File: config.mk
export PLATFORM = sky130hd
export DESIGN_NAME = plfc_link_field_codec
export DESIGN_NICKNAME = d
export VERILOG_FILES = /design/src/plfc_pkg.sv /design/src/plfc_hex_if.sv /design/src/plfc_hex_unit.sv /design/src/plfc_link_field_codec.sv
export SDC_FILE = /design/constraint.sdc
export NUM_CORES = 1
export LEC_CHECK = 0
export BUFFER_PORTS_ARGS = -buffer_cell sky130_fd_sc_hd__buf_2
export CORE_UTILIZATION = 55
export CTS_BUF_LIST = sky130_fd_sc_hd__clkbuf_4 sky130_fd_sc_hd__clkbuf_8
export CTS_CLUSTER_DIAMETER = 200
export CTS_CLUSTER_SIZE = 20
export DETAILED_ROUTE_END_ITERATION = 7
export GPL_ROUTABILITY_DRIVEN = 0
export PLACE_DENSITY = 0.85
export SLEW_MARGIN = 40
export SYNTH_ARGS = -nofsm -noshare
export SYNTH_HDL_FRONTEND = slang
export SYNTH_SLANG_ARGS = --single-unit
File: constraint.sdc
create_clock -name CORE_CLK -period 3.74 [get_ports CORE_CLK]
set_input_delay 0.374 -clock CORE_CLK [delete_from_list [all_inputs] [get_ports CORE_CLK]]
set_output_delay 0.374 -clock CORE_CLK [all_outputs]
set_load 0.01 [all_outputs]
File: src/plfc_pkg.sv
package plfc_pkg;

  // completion and fault codes
  localparam logic [7:0] CODE_OK = 8'h00;
  localparam logic [7:0] CODE_MIN = 8'h50;
  localparam logic [7:0] CODE_MAX = 8'h60;
  localparam logic [7:0] CODE_DETAIL = 8'h5B;
  localparam logic [7:0] CODE_FALLBACK = 8'h50;
  localparam logic [7:0] DETAIL_MIN = 8'h10;
  localparam logic [7:0] DETAIL_MAX = 8'h18;
  localparam logic [7:0] DETAIL_FALLBACK = 8'h10;
  localparam logic [7:0] PAD_BYTE = 8'h00;

  // fixed command field values
  localparam logic [7:0] STATION_LOCAL = 8'hFF;
  localparam logic [7:0] SUB_BIT_READ = 8'h00;
  localparam logic [15:0] DEV_CODE_RELAY = 16'h4D20;

  // text characters
  localparam logic [7:0] ASC_ZERO = 8'h30;
  localparam logic [7:0] ASC_ONE = 8'h31;
  localparam logic [7:0] ASC_NINE = 8'h39;
  localparam logic [7:0] ASC_A = 8'h41;
  localparam logic [7:0] ASC_F = 8'h46;
  localparam logic [7:0] ASC_A_OFS = 8'h37;
  localparam logic [3:0] NIB_TEN = 4'hA;

  // command byte slots, in binary wire order
  localparam int CMD_BYTES = 12;
  localparam logic [3:0] SLOT_SUB = 4'h0;
  localparam logic [3:0] SLOT_STN = 4'h1;
  localparam logic [3:0] SLOT_TMR_L = 4'h2;
  localparam logic [3:0] SLOT_TMR_H = 4'h3;
  localparam logic [3:0] SLOT_HEAD0 = 4'h4;
  localparam logic [3:0] SLOT_HEAD1 = 4'h5;
  localparam logic [3:0] SLOT_HEAD2 = 4'h6;
  localparam logic [3:0] SLOT_HEAD3 = 4'h7;
  localparam logic [3:0] SLOT_DEV_L = 4'h8;
  localparam logic [3:0] SLOT_DEV_H = 4'h9;
  localparam logic [3:0] SLOT_CNT = 4'hA;
  localparam logic [3:0] SLOT_PAD = 4'hB;

  // monitoring timer step
  localparam int CLK_HZ = 100_000_000;
  localparam int MS_PER_S = 1000;
  localparam int TICK_MS = 250;

  typedef enum logic [1:0] {
    MODE_BIT1 = 2'b00,
    MODE_BIT16 = 2'b01,
    MODE_WORD = 2'b10
  } plfc_mode_type;

  typedef enum logic [2:0] {
    S_IDLE = 3'b000,
    S_SUB = 3'b001,
    S_CODE = 3'b010,
    S_FAULT = 3'b011,
    S_PAD = 3'b100,
    S_DATA = 3'b101
  } plfc_tx_state_type;

endpackage

File: src/plfc_hex_if.sv
`timescale 1ns/1ps
interface plfc_hex_if;
  logic [7:0] byte_in;
  logic [15:0] chars_out;
  logic [15:0] chars_in;
  logic [7:0] byte_out;
  logic ok;
  modport user (output byte_in, output chars_in, input chars_out,
                input byte_out, input ok);
  modport unit (input byte_in, input chars_in, output chars_out,
                output byte_out, output ok);
endinterface

File: src/plfc_hex_unit.sv
`timescale 1ns/1ps
module plfc_hex_unit (
  plfc_hex_if.unit hx
);

  function automatic logic [7:0] nib2asc(input logic [3:0] n);
    if (n < plfc_pkg::NIB_TEN)
      nib2asc = plfc_pkg::ASC_ZERO + {4'h0, n};
    else
      nib2asc = plfc_pkg::ASC_A_OFS + {4'h0, n};
  endfunction

  // upper-case only: lower-case hex is flagged, not folded
  function automatic logic [4:0] asc2nib(input logic [7:0] c);
    logic [7:0] d;
    d = 8'h00;
    asc2nib = 5'h00;
    if (c >= plfc_pkg::ASC_ZERO && c <= plfc_pkg::ASC_NINE) begin
      d = c - plfc_pkg::ASC_ZERO;
      asc2nib = {1'h1, d[3:0]};
    end else if (c >= plfc_pkg::ASC_A && c <= plfc_pkg::ASC_F) begin
      d = c - plfc_pkg::ASC_A_OFS;
      asc2nib = {1'h1, d[3:0]};
    end
  endfunction

  logic [4:0] hi_nib;
  logic [4:0] lo_nib;

  assign hx.chars_out = {nib2asc(hx.byte_in[7:4]), nib2asc(hx.byte_in[3:0])};
  assign hi_nib = asc2nib(hx.chars_in[15:8]);
  assign lo_nib = asc2nib(hx.chars_in[7:0]);
  assign hx.byte_out = {hi_nib[3:0], lo_nib[3:0]};
  assign hx.ok = hi_nib[4] & lo_nib[4];

endmodule

File: src/plfc_link_field_codec.sv
`timescale 1ns/1ps
// Notes on behaviour
// - completion code 00H on success, otherwise a value 50H..60H.
// - binary sends codes as raw bytes; text as two hex characters.
// - after code 5BH comes a detail code 10H..18H, then 00H.
// - detail code only with 5BH, encoded per active data code.
// - binary or text chosen by stored setting, not per frame.
// - binary multi-byte fields travel low byte first.
// - text fields are hex characters, most significant digit first.
// - station field for the attached controller is FFH.
// - bit batch read in single points has subheader 00H, first byte.
// - binary read: timer, head number 4 bytes, device code, count.
// - text single-point bits: one character each, 31H on, 30H off.
// - text 16-point bits: four hex characters, highest bit first.
// - text words: four hex characters, top nibble first, in sequence.
// - word contents return as raw bit patterns, never interpreted.
// - timer counts 250 ms steps; zero waits forever.
// - binary single-point bits: one nibble each, 1 on, 0 off.
module plfc_link_field_codec #(
  parameter int TICK_CYCLES =
    plfc_pkg::CLK_HZ / plfc_pkg::MS_PER_S * plfc_pkg::TICK_MS,
  parameter int POINT_W = 9
) (
  input wire logic CORE_CLK,
  input wire logic RST,
  input wire logic DATA_CODE_ASCII,
  input wire logic RX_VALID,
  input wire logic [7:0] RX_DATA,
  input wire logic RX_LAST,
  output logic CMD_VALID,
  output logic CMD_ERR,
  output logic [7:0] CMD_SUBHDR,
  output logic [7:0] CMD_STATION,
  output logic [15:0] CMD_TIMER,
  output logic [31:0] CMD_HEAD,
  output logic [15:0] CMD_DEVICE,
  output logic [7:0] CMD_POINTS,
  output logic TIMEOUT,
  input wire logic RESP_START,
  input wire logic [7:0] RESP_SUBHDR,
  input wire logic [7:0] RESP_CODE,
  input wire logic [7:0] RESP_DETAIL,
  input wire logic [1:0] RESP_MODE,
  input wire logic [POINT_W-1:0] RESP_POINTS,
  output logic RESP_BUSY,
  output logic DATA_REQ,
  input wire logic DATA_VALID,
  input wire logic [15:0] DATA_WORD,
  output logic TX_VALID,
  input wire logic TX_READY,
  output logic [7:0] TX_DATA,
  output logic TX_LAST
);

  localparam int TW = $clog2(TICK_CYCLES + 1);

  plfc_hex_if hx();
  plfc_hex_unit u_hex (.hx(hx));

  // data code is caught while reset is held and frozen until the next one
  logic ascii_reg;
  always_ff @(posedge CORE_CLK) begin
    if (RST)
      ascii_reg <= DATA_CODE_ASCII;
  end

  // ---------------- command receive ----------------
  logic [3:0] pos_reg;
  logic half_reg;
  logic [7:0] hold_reg;
  logic err_reg;
  logic done_reg;
  logic cmd_valid_reg;
  logic cmd_err_reg;
  logic [7:0] cmd_mem [plfc_pkg::CMD_BYTES];
  logic rx_fire;
  logic [7:0] rx_byte;
  logic [3:0] rx_slot;

  // text frames put the device code before the head number, both top first
  function automatic logic [3:0] slot_of(input logic [3:0] p,
                                         input logic asc);
    slot_of = p;
    if (asc) begin
      case (p)
        plfc_pkg::SLOT_TMR_L: slot_of = plfc_pkg::SLOT_TMR_H;
        plfc_pkg::SLOT_TMR_H: slot_of = plfc_pkg::SLOT_TMR_L;
        plfc_pkg::SLOT_HEAD0: slot_of = plfc_pkg::SLOT_DEV_H;
        plfc_pkg::SLOT_HEAD1: slot_of = plfc_pkg::SLOT_DEV_L;
        plfc_pkg::SLOT_HEAD2: slot_of = plfc_pkg::SLOT_HEAD3;
        plfc_pkg::SLOT_HEAD3: slot_of = plfc_pkg::SLOT_HEAD2;
        plfc_pkg::SLOT_DEV_L: slot_of = plfc_pkg::SLOT_HEAD1;
        plfc_pkg::SLOT_DEV_H: slot_of = plfc_pkg::SLOT_HEAD0;
        default: slot_of = p;
      endcase
    end
  endfunction

  assign hx.chars_in = {hold_reg, RX_DATA};
  assign rx_fire = RX_VALID && (!ascii_reg || half_reg);
  assign rx_byte = ascii_reg ? hx.byte_out : RX_DATA;
  assign rx_slot = slot_of(pos_reg, ascii_reg);

  always_ff @(posedge CORE_CLK) begin
    if (RX_VALID && ascii_reg && !half_reg)
      hold_reg <= RX_DATA;
  end

  always_ff @(posedge CORE_CLK) begin
    if (RST) begin
      for (int i = 0; i < plfc_pkg::CMD_BYTES; i++)
        cmd_mem[i] <= 8'h00;
    end else if (rx_fire) begin
      cmd_mem[rx_slot] <= rx_byte;
    end
  end

  always_ff @(posedge CORE_CLK) begin
    if (RST) begin
      pos_reg <= 4'h0;
      half_reg <= 1'h0;
      err_reg <= 1'h0;
      done_reg <= 1'h0;
    end else begin
      done_reg <= 1'h0;
      if (done_reg)
        err_reg <= 1'h0;
      if (RX_VALID) begin
        if (ascii_reg && !half_reg) begin
          half_reg <= 1'h1;
        end else begin
          half_reg <= 1'h0;
          if (ascii_reg && !hx.ok)
            err_reg <= 1'h1;
          if (pos_reg == plfc_pkg::SLOT_PAD) begin
            pos_reg <= 4'h0;
            done_reg <= 1'h1;
          end else begin
            pos_reg <= pos_reg + 4'h1;
          end
        end
        // a short frame is dropped, so the next one starts aligned
        if (RX_LAST && !(rx_fire && pos_reg == plfc_pkg::SLOT_PAD)) begin
          pos_reg <= 4'h0;
          half_reg <= 1'h0;
          err_reg <= 1'h0;
        end
      end
    end
  end

  always_ff @(posedge CORE_CLK) begin
    if (RST) begin
      cmd_valid_reg <= 1'h0;
      cmd_err_reg <= 1'h0;
    end else begin
      cmd_valid_reg <= done_reg;
      if (done_reg)
        cmd_err_reg <= err_reg ||
          cmd_mem[plfc_pkg::SLOT_SUB] != plfc_pkg::SUB_BIT_READ ||
          cmd_mem[plfc_pkg::SLOT_STN] != plfc_pkg::STATION_LOCAL;
    end
  end

  assign CMD_VALID = cmd_valid_reg;
  assign CMD_ERR = cmd_err_reg;
  assign CMD_SUBHDR = cmd_mem[plfc_pkg::SLOT_SUB];
  assign CMD_STATION = cmd_mem[plfc_pkg::SLOT_STN];
  assign CMD_TIMER = {cmd_mem[plfc_pkg::SLOT_TMR_H],
                      cmd_mem[plfc_pkg::SLOT_TMR_L]};
  assign CMD_HEAD = {cmd_mem[plfc_pkg::SLOT_HEAD3],
                     cmd_mem[plfc_pkg::SLOT_HEAD2],
                     cmd_mem[plfc_pkg::SLOT_HEAD1],
                     cmd_mem[plfc_pkg::SLOT_HEAD0]};
  assign CMD_DEVICE = {cmd_mem[plfc_pkg::SLOT_DEV_H],
                       cmd_mem[plfc_pkg::SLOT_DEV_L]};
  assign CMD_POINTS = cmd_mem[plfc_pkg::SLOT_CNT];

  // ---------------- monitoring timer ----------------
  logic [TW-1:0] tick_reg;
  logic [15:0] wait_reg;
  logic run_reg;
  logic timeout_reg;

  always_ff @(posedge CORE_CLK) begin
    if (RST) begin
      tick_reg <= '0;
      wait_reg <= 16'h0000;
      run_reg <= 1'h0;
      timeout_reg <= 1'h0;
    end else begin
      timeout_reg <= 1'h0;
      if (cmd_valid_reg && !cmd_err_reg) begin
        // zero keeps run low: the adapter waits for ever
        run_reg <= (CMD_TIMER != 16'h0000);
        wait_reg <= CMD_TIMER;
        tick_reg <= '0;
      end else if (RESP_START) begin
        run_reg <= 1'h0;
      end else if (run_reg) begin
        if (tick_reg == TW'(TICK_CYCLES - 1)) begin
          tick_reg <= '0;
          wait_reg <= wait_reg - 16'h0001;
          if (wait_reg == 16'h0001) begin
            run_reg <= 1'h0;
            timeout_reg <= 1'h1;
          end
        end else begin
          tick_reg <= tick_reg + TW'(1);
        end
      end
    end
  end

  assign TIMEOUT = timeout_reg;

  // ---------------- response transmit ----------------
  plfc_pkg::plfc_tx_state_type st_reg, st_next;
  plfc_pkg::plfc_mode_type mode_reg;
  logic [1:0] sub_reg, sub_next;
  logic [3:0] bp_reg, bp_next;
  logic [POINT_W-1:0] rem_reg, rem_next;
  logic [15:0] w_reg, w_next;
  logic wv_reg, wv_next;
  logic [7:0] code_reg;
  logic [7:0] det_reg;
  logic [7:0] rsub_reg;
  logic tx_valid_reg;
  logic [7:0] tx_data_reg;
  logic tx_last_reg;
  logic can_emit;
  logic emit;
  logic [7:0] ed;
  logic el;
  logic [7:0] fb;
  logic field_done;
  logic word_done;

  assign can_emit = !tx_valid_reg || TX_READY;

  always_comb begin
    st_next = st_reg;
    sub_next = sub_reg;
    bp_next = bp_reg;
    rem_next = rem_reg;
    w_next = w_reg;
    wv_next = wv_reg;
    emit = 1'h0;
    ed = plfc_pkg::PAD_BYTE;
    el = 1'h0;
    DATA_REQ = 1'h0;
    field_done = 1'h0;
    word_done = 1'h0;
    case (st_reg)
      plfc_pkg::S_SUB: fb = rsub_reg;
      plfc_pkg::S_CODE: fb = code_reg;
      plfc_pkg::S_FAULT: fb = det_reg;
      default: fb = plfc_pkg::PAD_BYTE;
    endcase
    hx.byte_in = fb;
    if (st_reg == plfc_pkg::S_DATA)
      hx.byte_in = sub_reg[1] ? w_reg[7:0] : w_reg[15:8];
    case (st_reg)
      plfc_pkg::S_IDLE: begin
        if (RESP_START) begin
          st_next = plfc_pkg::S_SUB;
          sub_next = 2'h0;
          bp_next = 4'h0;
          wv_next = 1'h0;
          rem_next = RESP_POINTS;
        end
      end
      plfc_pkg::S_SUB, plfc_pkg::S_CODE, plfc_pkg::S_FAULT,
      plfc_pkg::S_PAD: begin
        if (can_emit) begin
          emit = 1'h1;
          field_done = !ascii_reg || sub_reg[0];
          if (ascii_reg)
            ed = sub_reg[0] ? hx.chars_out[7:0] : hx.chars_out[15:8];
          else
            ed = fb;
          sub_next = field_done ? 2'h0 : 2'h1;
          if (field_done) begin
            case (st_reg)
              plfc_pkg::S_SUB: st_next = plfc_pkg::S_CODE;
              plfc_pkg::S_CODE: begin
                if (code_reg == plfc_pkg::CODE_DETAIL)
                  st_next = plfc_pkg::S_FAULT;
                else if (code_reg == plfc_pkg::CODE_OK && rem_reg != '0)
                  st_next = plfc_pkg::S_DATA;
                else begin
                  st_next = plfc_pkg::S_IDLE;
                  el = 1'h1;
                end
              end
              plfc_pkg::S_FAULT: st_next = plfc_pkg::S_PAD;
              default: begin
                st_next = plfc_pkg::S_IDLE;
                el = 1'h1;
              end
            endcase
          end
        end
      end
      plfc_pkg::S_DATA: begin
        if (!wv_reg) begin
          DATA_REQ = 1'h1;
          if (DATA_VALID) begin
            w_next = DATA_WORD;
            wv_next = 1'h1;
          end
        end else if (can_emit) begin
          emit = 1'h1;
          if (mode_reg == plfc_pkg::MODE_BIT1) begin
            if (ascii_reg) begin
              ed = w_reg[bp_reg] ? plfc_pkg::ASC_ONE : plfc_pkg::ASC_ZERO;
              bp_next = bp_reg + 4'h1;
              rem_next = rem_reg - POINT_W'(1);
              word_done = (bp_reg == 4'hF);
            end else begin
              // first point in the high nibble; an odd tail pads with 0
              ed = {3'h0, w_reg[bp_reg], 3'h0,
                    (rem_reg > POINT_W'(1)) && w_reg[bp_reg + 4'h1]};
              bp_next = bp_reg + 4'h2;
              rem_next = (rem_reg > POINT_W'(1)) ?
                         rem_reg - POINT_W'(2) : '0;
              word_done = (bp_reg[3:1] == 3'h7);
            end
            if (word_done)
              wv_next = 1'h0;
          end else begin
            if (ascii_reg) begin
              ed = sub_reg[0] ? hx.chars_out[7:0] : hx.chars_out[15:8];
              word_done = (sub_reg == 2'h3);
            end else begin
              ed = sub_reg[0] ? w_reg[15:8] : w_reg[7:0];
              word_done = sub_reg[0];
            end
            sub_next = word_done ? 2'h0 : sub_reg + 2'h1;
            if (word_done) begin
              wv_next = 1'h0;
              rem_next = rem_reg - POINT_W'(1);
            end
          end
          if (rem_next == '0) begin
            st_next = plfc_pkg::S_IDLE;
            el = 1'h1;
            wv_next = 1'h0;
            bp_next = 4'h0;
            sub_next = 2'h0;
          end
        end
      end
      default: st_next = plfc_pkg::S_IDLE;
    endcase
  end

  always_ff @(posedge CORE_CLK) begin
    if (RST) begin
      st_reg <= plfc_pkg::S_IDLE;
      sub_reg <= 2'h0;
      bp_reg <= 4'h0;
      rem_reg <= '0;
      w_reg <= 16'h0000;
      wv_reg <= 1'h0;
    end else begin
      st_reg <= st_next;
      sub_reg <= sub_next;
      bp_reg <= bp_next;
      rem_reg <= rem_next;
      w_reg <= w_next;
      wv_reg <= wv_next;
    end
  end

  // out-of-range codes are replaced so the wire never carries an illegal one
  always_ff @(posedge CORE_CLK) begin
    if (RST) begin
      code_reg <= plfc_pkg::CODE_OK;
      det_reg <= plfc_pkg::DETAIL_FALLBACK;
      rsub_reg <= 8'h00;
      mode_reg <= plfc_pkg::MODE_BIT1;
    end else if (st_reg == plfc_pkg::S_IDLE && RESP_START) begin
      if (RESP_CODE == plfc_pkg::CODE_OK ||
          (RESP_CODE >= plfc_pkg::CODE_MIN &&
           RESP_CODE <= plfc_pkg::CODE_MAX))
        code_reg <= RESP_CODE;
      else
        code_reg <= plfc_pkg::CODE_FALLBACK;
      if (RESP_DETAIL >= plfc_pkg::DETAIL_MIN &&
          RESP_DETAIL <= plfc_pkg::DETAIL_MAX)
        det_reg <= RESP_DETAIL;
      else
        det_reg <= plfc_pkg::DETAIL_FALLBACK;
      rsub_reg <= RESP_SUBHDR;
      mode_reg <= plfc_pkg::plfc_mode_type'(RESP_MODE);
    end
  end

  always_ff @(posedge CORE_CLK) begin
    if (RST) begin
      tx_valid_reg <= 1'h0;
      tx_data_reg <= 8'h00;
      tx_last_reg <= 1'h0;
    end else if (emit) begin
      tx_valid_reg <= 1'h1;
      tx_data_reg <= ed;
      tx_last_reg <= el;
    end else if (TX_READY) begin
      tx_valid_reg <= 1'h0;
    end
  end

  assign TX_VALID = tx_valid_reg;
  assign TX_DATA = tx_data_reg;
  assign TX_LAST = tx_last_reg;
  assign RESP_BUSY = (st_reg != plfc_pkg::S_IDLE);

endmodule

==> reports/results.txt <==
status: finished clean
Setup Skew: 24.6 ps
Post-synth EDFFs: 97
Startpoint Class: flop
Setup Viol. Count Final: 0
IO Pins: 170
Clock Pin Slew Worst Setup and Hold Paths: 140 ps
initial core utilization: 0.566
HP Start: DATA_WORD[2]
area leader, netlist: edfxtp_1
post-route clock period utilization: 0.791
flop2flop setup slack: 780 ps
clk_lat worst skew: 530 ps
Post-DP HPWL: 20400 µm
most frequent cells after synthesis: nor2_1, nand2_1, dfxtp_1
Leak Pwr: 4.72 nW
Hold Crit Class: in -> reg
clock share of power: 0.216
launching point of the worst reg2reg path: st_reg[0]
GRT Util Overall: 0.267
vias in the first global route: 8738
full die area: 20700 µm²
Critical Path AT: 3440 ps
Switching Share: 0.336
core area: 19600 µm²
CP Capture Type: flop
share of cells above drive strength 1: 0.182
TNS Setup: 0 ps
number of max-cap violations: 0
routed length per instance: 17.5 µm
first-pass GRT wire length: 43600 µm
most instantiated library cell after synthesis: nor2_1
largest net degree at the start of global routing: 52
Slew headroom: 0.455
Post-synth ARST share: 0
aggregate global routing overflow: 0
Num CTS Buffers: 14
Max Slew Vio Count: 0
post-synthesis cell type count: 81
final hold viol count: 0
Largest register FFs: 88
design area: 12400 µm²
P per Cell Area: 440 nW/µm²
Post-CTS Hold Buffers: 0
reg2reg path depth: 6
sw power: 0.00183 W
post-CTS setup buffer count: 0
Hold Crit Endpoint: w_reg[2]
synth warn: 0
Cells after Synth: 1202
initial antenna violation count: 2
die height: 144 µm
Comb power frac: 0.270
FF-to-FF End: TX_DATA[0]
RSZ-0062 raised after global routing: no
FF+latch count, synth: 220
CTS max path bufs: 3
Initial DRC Count: 934
synthesized area per cell: 9.23 µm²
hold path depth: 3
Setup CP Type: reg -> reg
Total Wirelength: 28100 µm
sequential area share after synthesis: 0.484
P&R area growth vs syn: 11.7%
Tmin final: 2960 ps
die width: 144 µm
total number of vias: 9636
Root Driver: clkbuf_8
post-synth top area share: 0.263
Total Power: 0.00545 W
Reg power frac: 0.514
first-pass iteration count of the detailed router: 6
port bufs: 169
maximum VDD drop: 231 µV
nets: 1428
Crit path required time: 4220 ps
top_reg_cell synth: dfxtp_1
post-cts sizing count: 0
H-tree depth: 1
Mapped Area: 11100 µm²
internal power component: 0.00362 W
num rows: 51
DP Area: 12100 µm²
worst-margin pin slew: 817 ps
fmax: 338 MHz
Residual DRC: 0
Max FO, Critical Path: 18
Area contributors post-synth: edfxtp_1, dfxtp_1, nor2_1
Antenna Nets Post-Route: 0
CTS sink count: 220
CTS tree: built
mean number of vias per cell: 5.99
Mapped Nets: 1293
## metrics by stage
step	utilization	cells	hold WS [ps]	setup WS, ps
6_report	0.633	1610	63.7	780
5_1_grt	0.633	1610	58.6	584
4_1_cts	0.633	1608	53.6	816
3_5_place_dp	0.619	1586	428	873
3_3_place_gp	0.618	1585	422	982
2_1_floorplan	-	1202	409	1180
## final cells by class
| type | count | area (µm²) |
|---|---|---|
| fillers | 1592 | 7190 |
| flip-flops and latches | 220 | 5380 |
| multi-input cells | 889 | 5350 |
| repair buffers | 185 | 978 |
| well taps | 265 | 332 |
| clock buffers | 22 | 259 |
| inverters | 27 | 101 |
| diodes | 2 | 5.00 |
## power by group through the flow
stage	clock (W)	combinational (W)	sequential, W
floorplan	0	0.00106	0.00280
global placement	0	0.00140	0.00284
detailed placement	0	0.00143	0.00285
CTS	0.00120	0.00144	0.00280
global route	0.00128	0.00160	0.00282
finish	0.00118	0.00147	0.00280
## critical path, cell delays in order, from the launching register on
cell and delay (ps):
dfxtp_1 700, nand3_1 630, o22ai_1 620, nand2_1 190, xnor2_1 160, a2111oi_0 440, o31a_1 200
## cell families after synthesis
| kind of cell | count (synthesis) | synth area share |
|---|---|---|
| AND/OR/NAND/NOR | 521 | 0.214 |
| AO/OA/AOI/OAI | 256 | 0.156 |
| flip-flops | 220 | 0.484 |
| buffers and inverters | 93 | 0.0336 |
| XOR/XNOR | 48 | 0.0379 |
| multiplexers | 40 | 0.0475 |
| adder cells (fa/ha/maj) | 24 | 0.0271 |
## metal layers
metal / vias up / GRT usage / wire [µm]
met3: 76 / 0.0576 / 2470
li1: 4578 / - / -
met2: 452 / 0.427 / 13000
met4: 0 / 0.106 / 998
met1: 4530 / 0.352 / 11600
met5: - / 0 / 0
## layout by cell type, fill, tap and decap left out, types with 4 or more instances in the layout
| master | instances |
|---|---|
| a32oi_1 | 6 |
| o32a_1 | 5 |
| xor2_1 | 24 |
| edfxtp_1 | 97 |
| buf_2 | 169 |
| and3_1 | 20 |
| mux2_2 | 9 |
| a22oi_1 | 25 |
| o211ai_1 | 10 |
| inv_1 | 27 |
| a211oi_1 | 13 |
| nor4_1 | 17 |
| nor2b_1 | 14 |
| dfxtp_1 | 123 |
| nor2_1 | 191 |
| a21oi_1 | 86 |
| mux2i_1 | 20 |
| nor3b_1 | 4 |
| o22ai_1 | 7 |
| and2_1 | 10 |
| ha_1 | 24 |
| nand2_1 | 158 |
| o21ai_0 | 33 |
| nand3_1 | 33 |
| nand3b_1 | 4 |
| clkbuf_8 | 15 |
| mux4_2 | 9 |
| or3_1 | 7 |
| buf_4 | 15 |
| nand4_1 | 11 |
| clkbuf_4 | 7 |
| xnor2_1 | 24 |
| and4_1 | 4 |
| a31oi_1 | 18 |
| nand2b_1 | 11 |
| nor3_1 | 24 |
## how the worst max path moves through the flow
stage	start	endpoint	slack, ps	depth (start not counted)
2_1_floorplan	rem_reg[2]	sub_reg[0]	1180	11
3_3_place_gp	ascii_reg	sub_reg[0]	980	8
3_5_place_dp	bp_reg[0]	TX_DATA[0]	870	9
4_1_cts	st_reg[0]	DATA_REQ	820	3
5_1_grt	rem_reg[2]	sub_reg[0]	580	10
6_report	st_reg[0]	TX_DATA[0]	780	6
Power figures use the tool's default switching activity.
